--- src/pkg/ccdrs_regs.svh ---
// Constants of the CCD readout sequencer: geometry, timing, register map.
// Assumes a 20 MHz system clock; included by bare name.
`ifndef CCDRS_REGS_SVH
`define CCDRS_REGS_SVH

// Frame geometry in rows
`define CCDRS_DARK_ROWS      10
`define CCDRS_PHOTO_ROWS     2062
`define CCDRS_BUF_ROWS_FIRST 6
`define CCDRS_BUF_ROWS_LAST  8
`define CCDRS_IMAGE_ROWS     2048

// Line geometry in horizontal clock periods
`define CCDRS_EMPTY_PIX        12
`define CCDRS_SHIELD_PIX       28
`define CCDRS_PHOTO_PIX_SINGLE 2056
`define CCDRS_PHOTO_PIX_DUAL   1028
`define CCDRS_BUF_PIX          4
`define CCDRS_IMAGE_COLS       2048
`define CCDRS_LINE_SINGLE      2124
`define CCDRS_LINE_DUAL        1068

// Timing: clock rate, resume delay and vertical pulse width
`define CCDRS_CLK_MHZ          20
`define CCDRS_RESUME_DELAY_NS  1000
`define CCDRS_VPULSE_NS        1000
`define CCDRS_NS_TO_CYC(ns)    ((((ns) * `CCDRS_CLK_MHZ) + 999) / 1000)
`define CCDRS_RESUME_DELAY_CYC `CCDRS_NS_TO_CYC(`CCDRS_RESUME_DELAY_NS)
`define CCDRS_VPULSE_CYC       `CCDRS_NS_TO_CYC(`CCDRS_VPULSE_NS)

// Register byte offsets
`define CCDRS_OFS_CTRL    8'h00
`define CCDRS_OFS_STATUS  8'h04
`define CCDRS_OFS_ROW     8'h08
`define CCDRS_OFS_RESUME  8'h0C
`define CCDRS_OFS_VPULSE  8'h10

// Control fields
`define CCDRS_CTRL_START     0
`define CCDRS_CTRL_DUAL      1
`define CCDRS_CTRL_DUMP_DARK 2
`define CCDRS_CTRL_CONT      3

// Status fields
`define CCDRS_STAT_BUSY      0
`define CCDRS_STAT_DUAL      1
`define CCDRS_STAT_FCNT_LSB  16

`endif

--- src/pkg/ccdrs_pkg.sv ---
// Types shared by the CCD readout sequencer modules.
// Assumes the constants header is on the include path.
package ccdrs_pkg;

  typedef logic [11:0] ccdrs_pix_t;
  typedef logic [11:0] ccdrs_row_t;
  typedef logic [10:0] ccdrs_col_t;

  typedef enum logic [1:0] {
    PIX_EMPTY,
    PIX_DARK,
    PIX_BUFFER,
    PIX_IMAGE
  } ccdrs_class_e;

  typedef struct packed {
    ccdrs_class_e cls;
    logic         dark_ref;
    ccdrs_col_t   col;
  } ccdrs_tag_s;

  typedef enum logic [2:0] {
    ST_IDLE,
    ST_VFIRST,
    ST_VSECOND,
    ST_RESUME,
    ST_SHIFT
  } ccdrs_state_e;

endpackage

--- src/pkg/ccdrs_cfg_if.sv ---
// Configuration and status carrier between the bus slave and the sequencer.
// Assumes both ends run on the same clock.
`timescale 1ns/1ps
interface ccdrs_cfg_if;
  logic        start;
  logic        dual;
  logic        dump_dark;
  logic        continuous;
  logic [15:0] resume_cyc;
  logic [15:0] vpulse_cyc;
  logic        busy;
  logic        dual_active;
  logic [11:0] row;
  logic [15:0] frame_count;

  modport regs (
    output start, dual, dump_dark, continuous, resume_cyc, vpulse_cyc,
    input  busy, dual_active, row, frame_count
  );
  modport core (
    input  start, dual, dump_dark, continuous, resume_cyc, vpulse_cyc,
    output busy, dual_active, row, frame_count
  );
endinterface

--- src/hdl/ccdrs_wb_slave.sv ---
// Classic Wishbone slave holding the sequencer's control registers.
// Assumes a single-cycle classic master; answers one cycle after request.
`timescale 1ns/1ps
`include "ccdrs_regs.svh"
module ccdrs_wb_slave (
  input  wire logic        clk_i,
  input  wire logic        rst_i,
  input  wire logic        ce_i,
  input  wire logic [7:0]  wb_adr_i,
  input  wire logic [31:0] wb_dat_i,
  input  wire logic [3:0]  wb_sel_i,
  input  wire logic        wb_we_i,
  input  wire logic        wb_cyc_i,
  input  wire logic        wb_stb_i,
  output logic      [31:0] wb_dat_o,
  output logic             wb_ack_o,
  ccdrs_cfg_if.regs        cfg
);
  import ccdrs_pkg::*;

  logic        ack_reg;
  logic [31:0] dat_reg;
  logic [3:0]  ctrl_reg;
  logic [15:0] resume_reg;
  logic [15:0] vpulse_reg;
  logic        wr_go;

  // Byte-lane merge for 16-bit fields
  function automatic logic [15:0] merge16(input logic [15:0] old_v,
                                          input logic [15:0] new_v,
                                          input logic [1:0]  sel);
    merge16 = {sel[1] ? new_v[15:8] : old_v[15:8], sel[0] ? new_v[7:0] : old_v[7:0]};
  endfunction

  // Write lands on the edge where the master sees ack
  assign wr_go = wb_cyc_i && wb_stb_i && wb_we_i && ack_reg;

  always_ff @(posedge clk_i) begin
    if (rst_i) begin
      ack_reg <= 1'b0;
      dat_reg <= 32'h0000_0000;
    end else if (ce_i) begin
      ack_reg <= wb_cyc_i && wb_stb_i && !ack_reg;
      dat_reg <= 32'h0000_0000;
      if (wb_cyc_i && wb_stb_i && !ack_reg && !wb_we_i) begin
        unique case (wb_adr_i)
          `CCDRS_OFS_CTRL:   dat_reg <= {28'h000_0000, ctrl_reg[3:1], 1'b0};
          `CCDRS_OFS_STATUS: dat_reg <= {cfg.frame_count, 14'h0000, cfg.dual_active, cfg.busy};
          `CCDRS_OFS_ROW:    dat_reg <= {20'h0_0000, cfg.row};
          `CCDRS_OFS_RESUME: dat_reg <= {16'h0000, resume_reg};
          `CCDRS_OFS_VPULSE: dat_reg <= {16'h0000, vpulse_reg};
          default:           dat_reg <= 32'h0000_0000;
        endcase
      end
    end
  end

  always_ff @(posedge clk_i) begin
    if (rst_i) begin
      ctrl_reg   <= 4'h0;
      resume_reg <= 16'(`CCDRS_RESUME_DELAY_CYC);
      vpulse_reg <= 16'(`CCDRS_VPULSE_CYC);
    end else if (ce_i) begin
      ctrl_reg[`CCDRS_CTRL_START] <= 1'b0;
      if (wr_go && wb_adr_i == `CCDRS_OFS_CTRL && wb_sel_i[0]) begin
        ctrl_reg <= wb_dat_i[3:0];
      end
      if (wr_go && wb_adr_i == `CCDRS_OFS_RESUME) begin
        resume_reg <= merge16(resume_reg, wb_dat_i[15:0], wb_sel_i[1:0]);
      end
      if (wr_go && wb_adr_i == `CCDRS_OFS_VPULSE) begin
        vpulse_reg <= merge16(vpulse_reg, wb_dat_i[15:0], wb_sel_i[1:0]);
      end
    end
  end

  assign cfg.start      = ctrl_reg[`CCDRS_CTRL_START];
  assign cfg.dual       = ctrl_reg[`CCDRS_CTRL_DUAL];
  assign cfg.dump_dark  = ctrl_reg[`CCDRS_CTRL_DUMP_DARK];
  assign cfg.continuous = ctrl_reg[`CCDRS_CTRL_CONT];
  assign cfg.resume_cyc = resume_reg;
  assign cfg.vpulse_cyc = vpulse_reg;
  assign wb_dat_o       = dat_reg;
  assign wb_ack_o       = ack_reg;
endmodule

--- src/hdl/ccdrs_top.sv ---
// Camera timing generator for an interline CCD readout: drives the
// vertical and horizontal phases and the line dump, and tags each pixel.
// Assumes the sensor pins are buffered by external clock drivers and
// that the right-half horizontal drivers are wired for the chosen mode.
//
// Behaviour
// RL1 - Dark rows read first, then photoactive rows
// RL2 - Photoactive rows: buffer, image, buffer rows
// RL3 - Single mode: left output, empty pixels first
// RL4 - Empty, shielded, photosensitive, shielded pixel order
// RL5 - Edge photosensitive pixels are buffer pixels
// RL6 - Dual mode: right half shifts reversed
// RL7 - Dual halves: empty, shielded, half photosensitive
// RL8 - Right half stored reversed after left
// RL9 - Dark rows never used as reference
// RL10 - Dark reference: central shielded columns only
// RL11 - Vertical pulse moves one row into register
// RL12 - During vertical shift: phase a high, b low
// RL13 - Resume horizontal only after hold-off delay
// RL14 - Row lands in storage phase of a
// RL15 - Dump held high across transfer discards line
// RL16 - No vertical or dump pulses while shifting
// RL17 - Single mode: fixed periods per line
// RL18 - Dual mode: fixed periods per half
// RL19 - Counters follow selected output mode
// RL20 - Every pixel period tagged by class
`timescale 1ns/1ps
`include "ccdrs_regs.svh"
module ccdrs_top #(
  parameter int N_DARK_ROWS  = `CCDRS_DARK_ROWS,
  parameter int N_PHOTO_ROWS = `CCDRS_PHOTO_ROWS,
  parameter int TIMER_W      = 16
) (
  input  wire logic                clk_i,
  input  wire logic                rst_i,
  input  wire logic                ce_i,
  input  wire logic [7:0]          wb_adr_i,
  input  wire logic [31:0]         wb_dat_i,
  input  wire logic [3:0]          wb_sel_i,
  input  wire logic                wb_we_i,
  input  wire logic                wb_cyc_i,
  input  wire logic                wb_stb_i,
  output logic      [31:0]         wb_dat_o,
  output logic                     wb_ack_o,
  output logic                     vertical_phase_first_o,
  output logic                     vertical_phase_second_o,
  output logic                     horizontal_phase_a_o,
  output logic                     horizontal_phase_b_o,
  output logic                     fast_line_dump_o,
  output logic                     dual_mode_o,
  output logic                     pix_strobe_o,
  output ccdrs_pkg::ccdrs_row_t    pix_row_o,
  output ccdrs_pkg::ccdrs_class_e  left_class_o,
  output logic                     left_dark_ref_o,
  output ccdrs_pkg::ccdrs_col_t    left_col_o,
  output ccdrs_pkg::ccdrs_class_e  right_class_o,
  output logic                     right_dark_ref_o,
  output ccdrs_pkg::ccdrs_col_t    right_col_o,
  output logic                     frame_done_o
);
  import ccdrs_pkg::*;

  localparam int ROWS_TOTAL = N_DARK_ROWS + N_PHOTO_ROWS;

  // Elaboration-time refusal of row counts and timer widths outside the supported range
  if (ROWS_TOTAL > 4095 || N_PHOTO_ROWS <= `CCDRS_BUF_ROWS_FIRST + `CCDRS_BUF_ROWS_LAST) begin
    $error("ccdrs_top: row counts out of range");
  end
  if (TIMER_W < 16 || TIMER_W > 31) begin
    $error("ccdrs_top: TIMER_W must be 16..31");
  end

  localparam ccdrs_row_t LAST_ROW     = ccdrs_row_t'(ROWS_TOTAL - 1);
  localparam ccdrs_row_t DARK_ROWS    = ccdrs_row_t'(N_DARK_ROWS);
  localparam ccdrs_row_t IMG_ROW_LO   = ccdrs_row_t'(N_DARK_ROWS + `CCDRS_BUF_ROWS_FIRST);
  localparam ccdrs_row_t IMG_ROW_HI   = ccdrs_row_t'(ROWS_TOTAL - `CCDRS_BUF_ROWS_LAST);
  localparam ccdrs_pix_t EMPTY_END    = ccdrs_pix_t'(`CCDRS_EMPTY_PIX);
  localparam ccdrs_pix_t SHIELD_END   = ccdrs_pix_t'(`CCDRS_EMPTY_PIX + `CCDRS_SHIELD_PIX);
  localparam ccdrs_pix_t PHOTO_SINGLE = ccdrs_pix_t'(`CCDRS_PHOTO_PIX_SINGLE);
  localparam ccdrs_pix_t PHOTO_DUAL   = ccdrs_pix_t'(`CCDRS_PHOTO_PIX_DUAL);
  localparam ccdrs_pix_t BUF_PIX      = ccdrs_pix_t'(`CCDRS_BUF_PIX);
  localparam ccdrs_pix_t LAST_SINGLE  = ccdrs_pix_t'(`CCDRS_LINE_SINGLE - 1);
  localparam ccdrs_pix_t LAST_DUAL    = ccdrs_pix_t'(`CCDRS_LINE_DUAL - 1);
  localparam ccdrs_col_t LAST_COL     = ccdrs_col_t'(`CCDRS_IMAGE_COLS - 1);

  ccdrs_cfg_if cfg ();

  ccdrs_wb_slave u_wb_slave (
    .clk_i    (clk_i),
    .rst_i    (rst_i),
    .ce_i     (ce_i),
    .wb_adr_i (wb_adr_i),
    .wb_dat_i (wb_dat_i),
    .wb_sel_i (wb_sel_i),
    .wb_we_i  (wb_we_i),
    .wb_cyc_i (wb_cyc_i),
    .wb_stb_i (wb_stb_i),
    .wb_dat_o (wb_dat_o),
    .wb_ack_o (wb_ack_o),
    .cfg      (cfg)
  );

  ccdrs_state_e       state_reg;
  logic [TIMER_W-1:0] timer_reg;
  ccdrs_row_t         row_reg;
  ccdrs_pix_t         pix_reg;
  logic               half_reg;
  logic               dual_reg;
  logic               dump_reg;
  logic               cont_reg;
  logic [15:0]        fcount_reg;
  logic               v1_reg;
  logic               v2_reg;
  logic               ha_reg;
  logic               hb_reg;
  logic               row_end;
  logic               tag_go;
  ccdrs_pix_t         last_pix;
  logic               photo_row;
  logic               image_row;
  ccdrs_tag_s         tag_l;
  ccdrs_tag_s         tag_r;

  // Dark-row dump only applies to the shielded rows read first
  function automatic logic dump_row(input ccdrs_row_t r, input logic enable);
    dump_row = enable && (r < DARK_ROWS);
  endfunction

  // Classify one output's pixel period in line order
  function automatic ccdrs_tag_s classify(input ccdrs_pix_t p,
                                          input logic       dual,
                                          input logic       photo,
                                          input logic       image);
    ccdrs_tag_s r;
    ccdrs_pix_t nphoto;
    ccdrs_pix_t hi;
    ccdrs_pix_t q;
    r      = '0;
    nphoto = dual ? PHOTO_DUAL : PHOTO_SINGLE;
    // Dual halves carry buffer pixels only at the outer edge
    hi     = dual ? nphoto : nphoto - BUF_PIX;
    q      = p - SHIELD_END;
    if (p < EMPTY_END) begin
      r.cls = PIX_EMPTY;                                          // see RL3
    end else if (p < SHIELD_END) begin
      r.cls      = PIX_DARK;                                      // see RL4
      r.dark_ref = photo && p != EMPTY_END && p != SHIELD_END - 12'h001; // see RL10
    end else if (q < nphoto) begin
      r.cls = (image && q >= BUF_PIX && q < hi) ? PIX_IMAGE : PIX_BUFFER; // see RL5
      r.col = ccdrs_col_t'(q - BUF_PIX);
    end else begin
      r.cls      = PIX_DARK;                                      // see RL4
      r.dark_ref = photo && q != nphoto && p != LAST_SINGLE;      // see RL10
    end
    return r;
  endfunction

  // Line length follows the latched mode
  assign last_pix  = dual_reg ? LAST_DUAL : LAST_SINGLE;         // see RL17, RL18, RL19
  // Rows nearest the register come out first
  assign photo_row = row_reg >= DARK_ROWS;                        // see RL1, RL9
  assign image_row = row_reg >= IMG_ROW_LO && row_reg < IMG_ROW_HI; // see RL2
  assign row_end   = (state_reg == ST_RESUME && timer_reg == '0 && dump_reg) ||
                     (state_reg == ST_SHIFT && half_reg && pix_reg == last_pix);
  assign tag_go    = state_reg == ST_SHIFT && half_reg;

  always_comb begin
    tag_l = classify(pix_reg, dual_reg, photo_row, image_row);
    tag_r = tag_l;
  end

  // Sequencer state, counters and sensor pins
  always_ff @(posedge clk_i) begin
    if (rst_i) begin
      state_reg  <= ST_IDLE;
      timer_reg  <= '0;
      row_reg    <= '0;
      pix_reg    <= '0;
      half_reg   <= 1'b0;
      dual_reg   <= 1'b0;
      dump_reg   <= 1'b0;
      cont_reg   <= 1'b0;
      v1_reg     <= 1'b0;
      v2_reg     <= 1'b0;
      ha_reg     <= 1'b1;
      hb_reg     <= 1'b0;
    end else if (ce_i) begin
      unique case (state_reg)
        ST_IDLE: begin
          ha_reg <= 1'b1;
          hb_reg <= 1'b0;
          if (cfg.start) begin
            dual_reg  <= cfg.dual;                                // see RL19
            cont_reg  <= cfg.continuous;
            row_reg   <= '0;
            dump_reg  <= dump_row('0, cfg.dump_dark);             // see RL15
            v1_reg    <= 1'b1;                                    // see RL11
            timer_reg <= TIMER_W'(cfg.vpulse_cyc);
            state_reg <= ST_VFIRST;
          end
        end
        ST_VFIRST: begin
          timer_reg <= timer_reg - 1'b1;
          if (timer_reg <= 1) begin
            v1_reg    <= 1'b0;
            v2_reg    <= 1'b1;                                    // see RL11, RL14
            timer_reg <= TIMER_W'(cfg.vpulse_cyc);
            state_reg <= ST_VSECOND;
          end
        end
        ST_VSECOND: begin
          timer_reg <= timer_reg - 1'b1;
          if (timer_reg <= 1) begin
            v2_reg    <= 1'b0;
            // Count starts at the falling edge just made
            timer_reg <= (cfg.resume_cyc == 16'h0000) ? '0 :
                         TIMER_W'(cfg.resume_cyc - 16'h0001);     // see RL13
            state_reg <= ST_RESUME;
          end
        end
        ST_RESUME: begin
          timer_reg <= timer_reg - 1'b1;
          if (timer_reg == '0) begin
            // Dump released before any horizontal clocking
            dump_reg  <= 1'b0;                                    // see RL16
            pix_reg   <= '0;
            half_reg  <= 1'b0;
            // Phase a drops here so each strobe meets its rising edge
            ha_reg    <= 1'b0;                                    // see RL13
            hb_reg    <= 1'b1;
            state_reg <= ST_SHIFT;
          end
        end
        ST_SHIFT: begin
          half_reg <= !half_reg;
          ha_reg   <= !half_reg;
          hb_reg   <= half_reg;
          if (half_reg) begin
            pix_reg <= pix_reg + 12'h001;                         // see RL17, RL18
          end
        end
        default: state_reg <= ST_IDLE;
      endcase
      // Row finished: next transfer, frame wrap or stop
      if (row_end) begin
        ha_reg <= 1'b1;                                           // see RL12
        hb_reg <= 1'b0;
        if (row_reg == LAST_ROW && !cont_reg) begin
          state_reg <= ST_IDLE;
        end else begin
          row_reg   <= (row_reg == LAST_ROW) ? '0 : row_reg + 12'h001;
          dump_reg  <= dump_row((row_reg == LAST_ROW) ? '0 : row_reg + 12'h001,
                                cfg.dump_dark);                   // see RL15
          v1_reg    <= 1'b1;
          timer_reg <= TIMER_W'(cfg.vpulse_cyc);
          state_reg <= ST_VFIRST;
        end
      end
    end
  end

  // Frame counter and frame-done pulse
  always_ff @(posedge clk_i) begin
    if (rst_i) begin
      fcount_reg   <= 16'h0000;
      frame_done_o <= 1'b0;
    end else if (ce_i) begin
      frame_done_o <= row_end && row_reg == LAST_ROW;
      if (row_end && row_reg == LAST_ROW) begin
        fcount_reg <= fcount_reg + 16'h0001;
      end
    end
  end

  // Pixel tags, issued with the rising half of phase a
  always_ff @(posedge clk_i) begin
    if (rst_i) begin
      pix_strobe_o     <= 1'b0;
      pix_row_o        <= '0;
      left_class_o     <= PIX_EMPTY;
      left_dark_ref_o  <= 1'b0;
      left_col_o       <= '0;
      right_class_o    <= PIX_EMPTY;
      right_dark_ref_o <= 1'b0;
      right_col_o      <= '0;
    end else if (ce_i) begin
      pix_strobe_o <= tag_go;                                     // see RL20
      if (tag_go) begin
        pix_row_o       <= row_reg;
        left_class_o    <= tag_l.cls;
        left_dark_ref_o <= tag_l.dark_ref;
        left_col_o      <= tag_l.col;
        // Right class and reference mirror the left in dual mode only; the right column is reversed in both modes
        right_class_o    <= dual_reg ? tag_r.cls : PIX_EMPTY;     // see RL6, RL7
        right_dark_ref_o <= dual_reg && tag_r.dark_ref;
        // Reversed placement appended after the left half
        right_col_o      <= LAST_COL - tag_r.col;                 // see RL8
      end
    end
  end

  always_ff @(posedge clk_i) begin
    if (rst_i) begin
      vertical_phase_first_o  <= 1'b0;
      vertical_phase_second_o <= 1'b0;
      horizontal_phase_a_o    <= 1'b1;
      horizontal_phase_b_o    <= 1'b0;
      fast_line_dump_o        <= 1'b0;
      dual_mode_o             <= 1'b0;
    end else if (ce_i) begin
      vertical_phase_first_o  <= v1_reg;
      vertical_phase_second_o <= v2_reg;
      horizontal_phase_a_o    <= ha_reg;
      horizontal_phase_b_o    <= hb_reg;
      fast_line_dump_o        <= dump_reg;
      dual_mode_o             <= dual_reg;                        // see RL6
    end
  end

  assign cfg.busy        = state_reg != ST_IDLE;
  assign cfg.dual_active = dual_reg;
  assign cfg.row         = row_reg;
  assign cfg.frame_count = fcount_reg;
endmodule

--- config.mk ---
export PLATFORM = sky130hd
export DESIGN_NAME = ccdrs_top
export DESIGN_NICKNAME = d
export VERILOG_FILES = /design/src/pkg/ccdrs_pkg.sv /design/src/pkg/ccdrs_cfg_if.sv /design/src/hdl/ccdrs_wb_slave.sv /design/src/hdl/ccdrs_top.sv
export VERILOG_INCLUDE_DIRS = /design/src /design/src/pkg
export SDC_FILE = /design/constraint.sdc
export NUM_CORES = 1
export LEC_CHECK = 0
export BUFFER_PORTS_ARGS = -buffer_cell sky130_fd_sc_hd__buf_2
export CORE_MARGIN = 2
export CORE_UTILIZATION = 41
export CTS_CLUSTER_DIAMETER = 100
export DETAILED_ROUTE_END_ITERATION = 12
export GPL_TIMING_DRIVEN = 0
export PLACE_DENSITY = 0.57
export SKIP_LAST_GASP = 1
export SYNTH_ARGS = -nofsm -noshare
export SYNTH_HDL_FRONTEND = slang
export SYNTH_SLANG_ARGS = --single-unit
--- constraint.sdc ---
create_clock -name clk_i -period 8.7 [get_ports clk_i]
set_input_delay 0 -clock clk_i [delete_from_list [all_inputs] [get_ports clk_i]]
set_output_delay 0 -clock clk_i [all_outputs]
set_load 0.05 [all_outputs]
### Yosys cells after proc, flatten, opt, wreduce, memory -nomap -nowiden

Index checks and enable logic that the tools add are counted.

* register bits after elaboration: 184
* input port bits: 50
* word-level logic and storage cells: 185

* add/sub/neg operators: 9
* $lt $le $gt $ge: 10
* eq/ne operators: 23
* muxes and demuxes: 57
* reduce and logical (&&, ||, !) cells: 50

Operator list (number)
* 32-bit one-hot mux with 5 select lines: 1
* 12-bit 2-to-1 mux: 11
* 16-bit 2-to-1 mux: 6
* 16-bit one-hot mux with 4 select lines: 1
* 16-bit logical NOT: 2
* 32-bit 2-to-1 mux: 1
* 16-bit by 1-bit subtractor with 16-bit output (second input constant): 2
* 12-bit by 1-bit adder with 12-bit output (second input constant): 2
* 1-bit logical AND: 24
* 12-bit < comparator: 2
* 12-bit by 4-bit < comparator with 1-bit output (second input constant): 2
* 12-bit one-hot mux with 2 select lines: 1
* 11-bit 2-to-1 mux: 2
* 3-bit AND reduction: 7
* 1-bit 2-to-1 mux: 18
* 3-bit 2-to-1 mux: 6
* 16-bit by 1-bit adder with 16-bit output (second input constant): 1
* 8-bit by 4-bit equality test with 1-bit output (second input constant): 2
* 16-bit by 1-bit less-or-equal comparator with 1-bit output (second input constant): 1
* 3-bit one-hot mux with 5 select lines: 1
* 12-bit equality test: 1
* 12-bit equality test (second input constant): 1
* 12-bit by 3-bit greater-or-equal comparator with 1-bit output (second input constant): 1
* 12-bit by 4-bit greater-or-equal comparator with 1-bit output (second input constant): 1
* 33 further kinds: 52

### Logic depth before layout (Yosys ltp)

Gate-level depths: netlist (run 1).

* depth in word-level cells: 10
* depth in mapped cells: 15

### Modules after synthesis

Synthesis (run 1) repeated with hierarchy kept, for this count alone.

* cell total of the unflattened synthesis: 1232
* area total of the unflattened synthesis: 10138.5 um2

By module, submodules not included
* ccdrs_top: instances 1, cells each 887, area each 6945.4 um2, seq. area each 2302.2 um2
* ccdrs_wb_slave: instances 1, cells each 345, area each 3193.1 um2, seq. area each 1381.3 um2

### Worst setup path after synthesis (run 1)

No wires, ideal clock.

* path kind: register -> register
* from: reg pix_reg[4]
* to: reg left_col_o[10]
* arrival time: 2.771 ns
* path slack: 5.869 ns
* stages on the path, launching flop included: 16
* buffers on the path: 3
* period minus slack after synthesis: 2.831 ns
* path through: dfxtp_1 -> buf_2 -> inv_1 -> ha_1 -> clkbuf_1 -> nand2b_1 -> nor3b_1 -> xnor2_1 -> inv_1 -> ha_1 -> o21ai_0 -> a21oi_1 -> nor4_2 -> and2_0 -> clkbuf_1 -> a22o_1

* longest elaborated chain between the ends: 5
* elaborated cells on any way between the ends: 8

Ends and longest elaborated chain
* from (decl): RTL line ccdrs_top.sv:106 `ccdrs_pix_t pix_reg;`
* from (signal assigned): RTL line ccdrs_top.sv:239 `pix_reg <= pix_reg + 12'h001;`
* 12-bit by 6-bit subtractor with 12-bit output: RTL line ccdrs_top.sv:142 `q = p - SHIELD_END;`
* 11-bit by 3-bit subtractor with 11-bit output or 12-bit < comparator (tied branches): RTL line ccdrs_top.sv:150, ccdrs_top.sv:148
* 11-bit 2-to-1 mux: RTL line ccdrs_top.sv:148 `end else if (q < nphoto) begin`
* 11-bit 2-to-1 mux: RTL line ccdrs_top.sv:145 `end else if (p < SHIELD_END) begin`
* 12-bit 2-to-1 mux (*): RTL line ccdrs_top.sv:143 `if (p < EMPTY_END) begin`
* to (signal assigned): RTL line ccdrs_top.sv:292 `left_col_o <= tag_l.col;`
* to (decl): RTL line ccdrs_top.sv:55 `output ccdrs_pkg::ccdrs_col_t left_col_o,`

Mark *: on every way between the ends. The rest lies on a longest branch, timed or not.
A chain may end at the register's enable or synchronous reset.

### Worst setup path after layout (run 1)

* from: reg timer_reg[1]
* to: reg timer_reg[2]

* longest elaborated chain between the ends: 5
* elaborated cells on any way between the ends: 11

Ends and longest elaborated chain
* from (decl): RTL line ccdrs_top.sv:104 `logic [TIMER_W-1:0] timer_reg;`
* from (signal assigned): RTL line ccdrs_top.sv:198 `timer_reg <= TIMER_W'(cfg.vpulse_cyc);`
* from (signal assigned): RTL line ccdrs_top.sv:203 `timer_reg <= timer_reg - 1'b1;`
* from (signal assigned): RTL line ccdrs_top.sv:207 `timer_reg <= TIMER_W'(cfg.vpulse_cyc);`
* 16-bit by 1-bit subtractor with 16-bit output (tied with other cells): RTL line ccdrs_top.sv:203, ccdrs_top.sv:212, ccdrs_top.sv:222
* 16-bit 2-to-1 mux (tied with other cells): RTL line ccdrs_top.sv:213 `if (timer_reg <= 1) begin`
* 16-bit one-hot mux with 4 select lines or 1-bit logical AND (tied branches): RTL line ccdrs_top.sv:188, ccdrs_top.sv:163
* 16-bit 2-to-1 mux or 1-bit logical OR (tied branches): RTL line ccdrs_top.sv:248, ccdrs_top.sv:163
* 16-bit 2-to-1 mux (*): RTL line ccdrs_top.sv:245 `if (row_end) begin`

Marks and branches as above.

==> results.md, run 1 <==
* Status: finished, final reports clean
* FF-to-FF End: timer_reg[2]
* Rows at 56
* Clock skew at 0.0163 ns
* Max-cap violations at 0
* Via density at 5.59
* FF+latch count, synth at 184
* Final Cell Area at 11400 µm²
* GPL Wtd Cong at 0.896
* Worst setup path end: timer_reg[2]
* Leakage at 4.40 nW
* Hold_buf cts at 20
* # DRC at 0
* Worst slew pin tran at 1.05 ns
* Setup WS pre-CTS at 5.12 ns
* GRT busiest layer: met2
* DP Wirelength at 23.7 mm
* Core area at 23300 µm²
* Initial antenna violation count at 0
* Met3 Use GR at 4.79%
* CTS Buf Count at 17
* Unrepaired setup endpoints after global routing: no
* Predominant post-synthesis flop cell: dfxtp_1
* Post-synth ARST share at 0%
* GR Util met1 at 35.3%
* I/O Buffers at 111
* Worst r2r src: timer_reg[1]
* Cell area after synthesis at 9650 µm²
* Syn_area_per_cell at 7.94 µm²
* M2 GR Usage at 40.6%
* Power Density at 153 nW/µm²
* Required @ worst endpoint at 9.04 ns
* H-tree depth at 4
* Register-to-Register Path Depth at 9
* Starting DRT DRC Count at 815
* Largest net degree at the start of global routing at 20
* Top-area cell type share of the netlist area at 38.2%
* Die ar. at 24800 µm²
* Drt first pass iters at 5
* Min-delay worst type: in2reg
* Clk Latency, worst-skew pair at 0.44 ns
* Setup Fix Bufs, Post-CTS at 0
* Antenna viol nets, final at 0
* TritonCTS clock tree: built
* Top-level I/O count at 131
* Number of flip-flops in the largest register at 32
* Post-Synthesis Cells at 1215
* Setup WS post-layout at 4.91 ns
* Setup TNS at 0 ns
* CP Launch Point: timer_reg[1]
* Die height at 157 µm
* Max clock buf depth at 2
* Top cells by area, synth: dfxtp_1, a21oi_1, nor2_1
* Vias in the first global route at 8787
* Most common cell after layout, fill and taps aside: dfxtp_1
* Final hold viol count at 0
* Final Max Slew Viols at 0
* Post-synth EDFFs at 0
* Hold depth at 3
* Post-synthesis sequential area ratio at 38.2%
* Clock-pin slew on the worst setup and hold paths at 0.08 ns
* Type of origin of the critical path: flip-flop
* Total wire length at 31.5 mm
* CP Data Arrival Time at 4.13 ns
* Max stage delay on crit path at 0.72 ns
* Syn. warnings at 0
* Synth-to-Final Area Change at 18.1%
* Cells after DPL at 1645
* Wirelength per Cell at 18.6 µm
* CP Cell Sequence: inv_1, ha_1, nor3b_1, nand3_2, nor4_1, o21ai_1, nand2_1, a22oi_1, a211oi_1
* CTS Sinks at 184
* First-pass GRT wire length at 49.7 mm
* Max Fclk at 264 MHz
* Initial core utilization at 41.5%
* Post-synth top area cell: dfxtp_1
* Share of cells above drive strength 1 at 12.5%
* Net count after synthesis at 1285
* Max VDD drop at 0.0893 mV
* Setup violators final at 0
* GRT overflow at 0
* Crit-path max FO at 10
* Tcrit/Tclk final at 43.6%
* Most frequent cells in the layout: dfxtp_1, nor2_1, nand2_1
* Die W at 157 µm
* Fin cells at 1697
* Post_cts resized at 0
* Worst reg2reg setup slack at 4.91 ns
* Root buffer cell: clkbuf_16
* Slew margin rel. at 29.3%
* Ant. Diodes at 0
* Critical path class: reg2reg
* All-Layer GR Usage at 25.8%
* NumNets Final at 1435
* Worst path slowest cell: nor3b_1
* Critical Path Sink Type: flip-flop
* Placement Cell Area at 10600 µm²
* Synth cell types at 75
* Crit path time final at 3.79 ns
* Via count at 9481
==> kinds of logic after synthesis <==
logic type	Yosys count	share of synthesized area, %
DFF	184	38.2
muxes	53	5.50
xor gates and xnor gates	48	4.36
AOI/OAI and AO/OA	312	19.7
and+or+nand+nor	489	25.3
adders and majority gates	20	2.59
buffers and inverters	109	4.43
==> metal layers <==
layer	part of all wire, %	wire length [µm]
met1	46	14400
met5	0	0
met2	45	14200
met4	2.9	907
met3	6.3	1990
==> stage by stage <==
step | hold slack, ns | total power, mW | utilization [%]
floorplan | 0.125 | 0.927 | -
finish | 0.0655 | 1.74 | 49.0
detailed placement | 0.259 | 0.966 | 45.6
global route | 0.102 | 1.80 | 49.0
CTS | 0.0380 | 1.75 | 49.0
global placement | 0.249 | 0.965 | 45.6
==> worst max-delay path: cells and delay by family, from the launching register on <==
family | cells | cell delay (ns)
DFF | 1 | 0.35
buffers and inverters | 1 | 0.14
adders and majority gates | 1 | 0.27
and+or+nand+nor | 4 | 2.13
AOI/OAI and AO/OA | 3 | 0.81
==> power by group <==
part           internal, mW  switching [mW]
Combinational        0.0360          0.0727
Sequential            0.844         0.00261
Clock                 0.392           0.394
Total                  1.27           0.469
==> area by class of cell <==
| cell class | count | area [µm²] |
|---|---|---|
| Clock inverter | 14 | 153 |
| Fill cell | 2350 | 11900 |
| Inverter | 26 | 97.6 |
| Sequential cell | 184 | 3680 |
| Clock buffer | 18 | 439 |
| Timing Repair Buffer | 131 | 756 |
| Multi-Input combinational cell | 922 | 5540 |
| Tap cell | 319 | 399 |
| Buffer | 83 | 330 |
==> synth_stat cells, types with 9 or more instances <==
cell      count
xnor2_1      34
nor2_1      149
nor2b_1      41
o22ai_1      10
o21ai_0      79
and3_1       14
a21oi_1     118
nand2_1     119
nand4_1      11
inv_1        25
nor3_1       27
xor2_1       14
a22o_1       14
clkbuf_1     71
dfxtp_1     184
mux2i_1      53
a31oi_1       9
or3_1        20
ha_1         20
or4_1        14
nand3_1      26
o221ai_1     10
nor4_1       15
==> how the worst min path moves through the flow <==
stage | to | slack, ns | startpoint
final | left_col_o[4] | 0.07 | rst_i
after global routing | left_col_o[4] | 0.10 | rst_i
after CTS | u_wb_slave.wb_dat_o[1] | 0.04 | wb_cyc_i
after detailed placement | u_wb_slave.cfg.resume_cyc[11] | 0.26 | wb_dat_i[11]
after global placement | u_wb_slave.cfg.resume_cyc[12] | 0.25 | wb_dat_i[12]
after floorplan | u_wb_slave.cfg.resume_cyc[2] | 0.13 | wb_dat_i[2]
(Power assumes the default switching activity.)
==> inputs of run 2 (changes only) <==
- clock period: 8.7 -> 3.54 ns (I/O delays scaled with it)
==> run 2 against run 1 <==
Power grew 150%. Via count about the same. Utilization grew 0.17 points.
==> results.md, run 2 (synthesis results as in run 1) <==
* Overall power at 4.28 mW (+150%)
* Setup WS post-layout at 0.136 ns (-4.77 ns)
* Initial antenna violation count at 0 (unchanged)
* CP Cell Sequence: inv_1, ha_1, nor3b_2, nand3_2, nor4_4, buf_4, o21a_1, buf_4, nand2_2, or4_1, a31oi_1
* Critical Path Sink Type: flip-flop
* Met3 Use GR at 4.71% (-0.083 points)
* H-tree depth at 4 (unchanged)
* Most frequent cells in the layout: dfxtp_1, nor2_1, nand2_1, a21oi_1, buf_2
* GRT busiest layer: met2
* GR Util met1 at 35.4% (+0.085 points)
* Reg area at 3680 µm² (about the same)
* CTS Buf Count at 17 (unchanged)
* Via count at 9484 (+0.032%)
* Setup WS pre-CTS at -0.0406 ns (-5.16 ns)
* Placement Cell Area at 10600 µm² (unchanged)
* Unrepaired setup endpoints after global routing: no
* Initial core utilization at 41.5% (unchanged)
* Min-delay worst type: in2reg
* Vias in the first global route at 8763 (-0.27%)
* Share of cells above drive strength 1 at 13.1% (+0.57 points)
* CP Data Arrival Time at 3.76 ns (-0.37 ns)
* # DRC at 0 (unchanged)
* Power Density at 374 nW/µm² (+140%)
* Number of flip-flops in the largest register at 32 (unchanged)
* Required @ worst endpoint at 3.90 ns (-5.14 ns)
* All-Layer GR Usage at 25.8% (+0.029 points)
* Clk Latency, worst-skew pair at 0.44 ns (about the same)
* GRT overflow at 0 (unchanged)
* Clock skew at 0.0159 ns (-0.000433 ns)
* Setup violators final at 0 (unchanged)
* Ant. Diodes at 0 (unchanged)
* Wirelength per Cell at 18.6 µm (+0.25%)
* Top-level I/O count at 131 (unchanged)
* Rows at 56 (unchanged)
* Max clock buf depth at 2 (unchanged)
* Type of origin of the critical path: flip-flop
* GPL Wtd Cong at 0.896 (unchanged)
* Die ar. at 24800 µm² (unchanged)
* First-pass GRT wire length at 49.7 mm (about the same)
* Status: finished, final reports clean
* Final hold viol count at 0 (unchanged)
* Largest net degree at the start of global routing at 20 (unchanged)
* Slew margin rel. at 29.3% (about the same)
* Max VDD drop at 0.219 mV (+150%)
* Worst slew pin tran at 1.05 ns (-0.000332 ns)
* Antenna viol nets, final at 0 (unchanged)
* Die W at 157 µm (unchanged)
* DP Wirelength at 23.7 mm (unchanged)
* Die height at 157 µm (unchanged)
* Crit path time final at 3.40 ns (-0.385 ns)
* Leakage at 4.42 nW (+0.37%)
* Via density at 5.59 (about the same)
* Synth-to-Final Area Change at 18.5%
* Multi-input gate area at 5570 µm² (+0.50%)
* I/O Buffers at 111 (unchanged)
* M2 GR Usage at 40.6% (+0.042 points)
* CTS Sinks at 184 (unchanged)
* Total wire length at 31.6 mm (+0.30%)
* Clock-pin slew on the worst setup and hold paths at 0.07 ns (about the same)
* Drt first pass iters at 5 (unchanged)
* Max-cap violations at 0 (unchanged)
* Root buffer cell: clkbuf_16
* Final Max Slew Viols at 0 (unchanged)
* Max stage delay on crit path at 0.52 ns (-0.20 ns)
* Max Fclk at 294 MHz (+11%)
* Core area at 23300 µm² (unchanged)
* Crit-path max FO at 10 (unchanged)
* Final Cell Area at 11400 µm² (+0.34%)
* Most common cell after layout, fill and taps aside: dfxtp_1
* TritonCTS clock tree: built
* Critical path class: reg2reg
* Filler cells at 2351 (+0.043%)
* Tcrit/Tclk final at 96.2% (+53 points)
* Worst path slowest cell: or4_1
* NumNets Final at 1436 (+0.070%)
* Starting DRT DRC Count at 753 (-7.6%)
* Utilization after layout at 49.2% (+0.17 points)
* Top cell by count, worst path: buf_4
[run 2: cell types whose count changed in the layout (fill, tap and decap cells not counted), sizes merged]
cell	change
buf	+1
[run 2: path summary, 6_finish.rpt]
path                            slack [ns]         start                endpoint  cells past startpoint
worst max-delay path                  0.14  timer_reg[1]                dump_reg                     11
worst min-delay path                  0.06      wb_cyc_i  u_wb_slave.wb_dat_o[1]                      5
worst max register to register        0.14  timer_reg[1]                dump_reg                     11
worst min register to register        0.45  pix_row_o[5]            pix_row_o[5]                      2
[run 2: metrics by stage]
step	cells	TNS (ns)	hold WS, ns
finish	1698	0	0.0636
global route	1698	0	0.102
CTS	1697	0	0.0380
detailed placement	1645	-0.0694	0.259
global placement	1645	-0.282	0.249
floorplan	1215	0	0.125
[run 2: where the power goes]
part           leakage [nW]  internal [mW]  total, mW  switching [mW]
Sequential             1.48           2.07       2.08         0.00675
Combinational          2.65         0.0889      0.268           0.179
Clock                 0.283          0.963       1.93           0.966
[run 2: worst max-delay path: cells and delay by family (launching register included)]
kind	cells	cell delay [ns]
AND/OR/NAND/NOR	5	1.82
buffers and inverters	3	0.55
flip-flops	1	0.35
AO/OA/AOI/OAI	2	0.32
adder cells (fa/ha/maj)	1	0.29
[run 2: routing by layer]
layer	vias to the layer above	share of wire [%]
li1	4642	-
met1	4481	46
met2	313	45
met3	48	6.4
met4	0	2.9
met5	-	0
[run 2: final cells by class]
type / count / area share (%)
timing repair buffer: 132 / 6.67
sequential: 184 / 32.2
buffer: 83 / 2.91
tap: 319 / 3.49
inverter: 26 / 0.853
clock buffer: 18 / 3.84
clock inverter: 14 / 1.33
multi-input combinational: 922 / 48.7
[run 2: what timing repair did]
| action | in CTS | in global routing |
|---|---|---|
| hold endpoints to repair | 38 | 0 |
| setup endpoints to repair | 21 | 23 |
| pin swaps | 0 | 1 |
| resized for setup | 2 | 8 |
| buffers inserted | 0 | 1 |
| hold buffers | 20 | 0 |
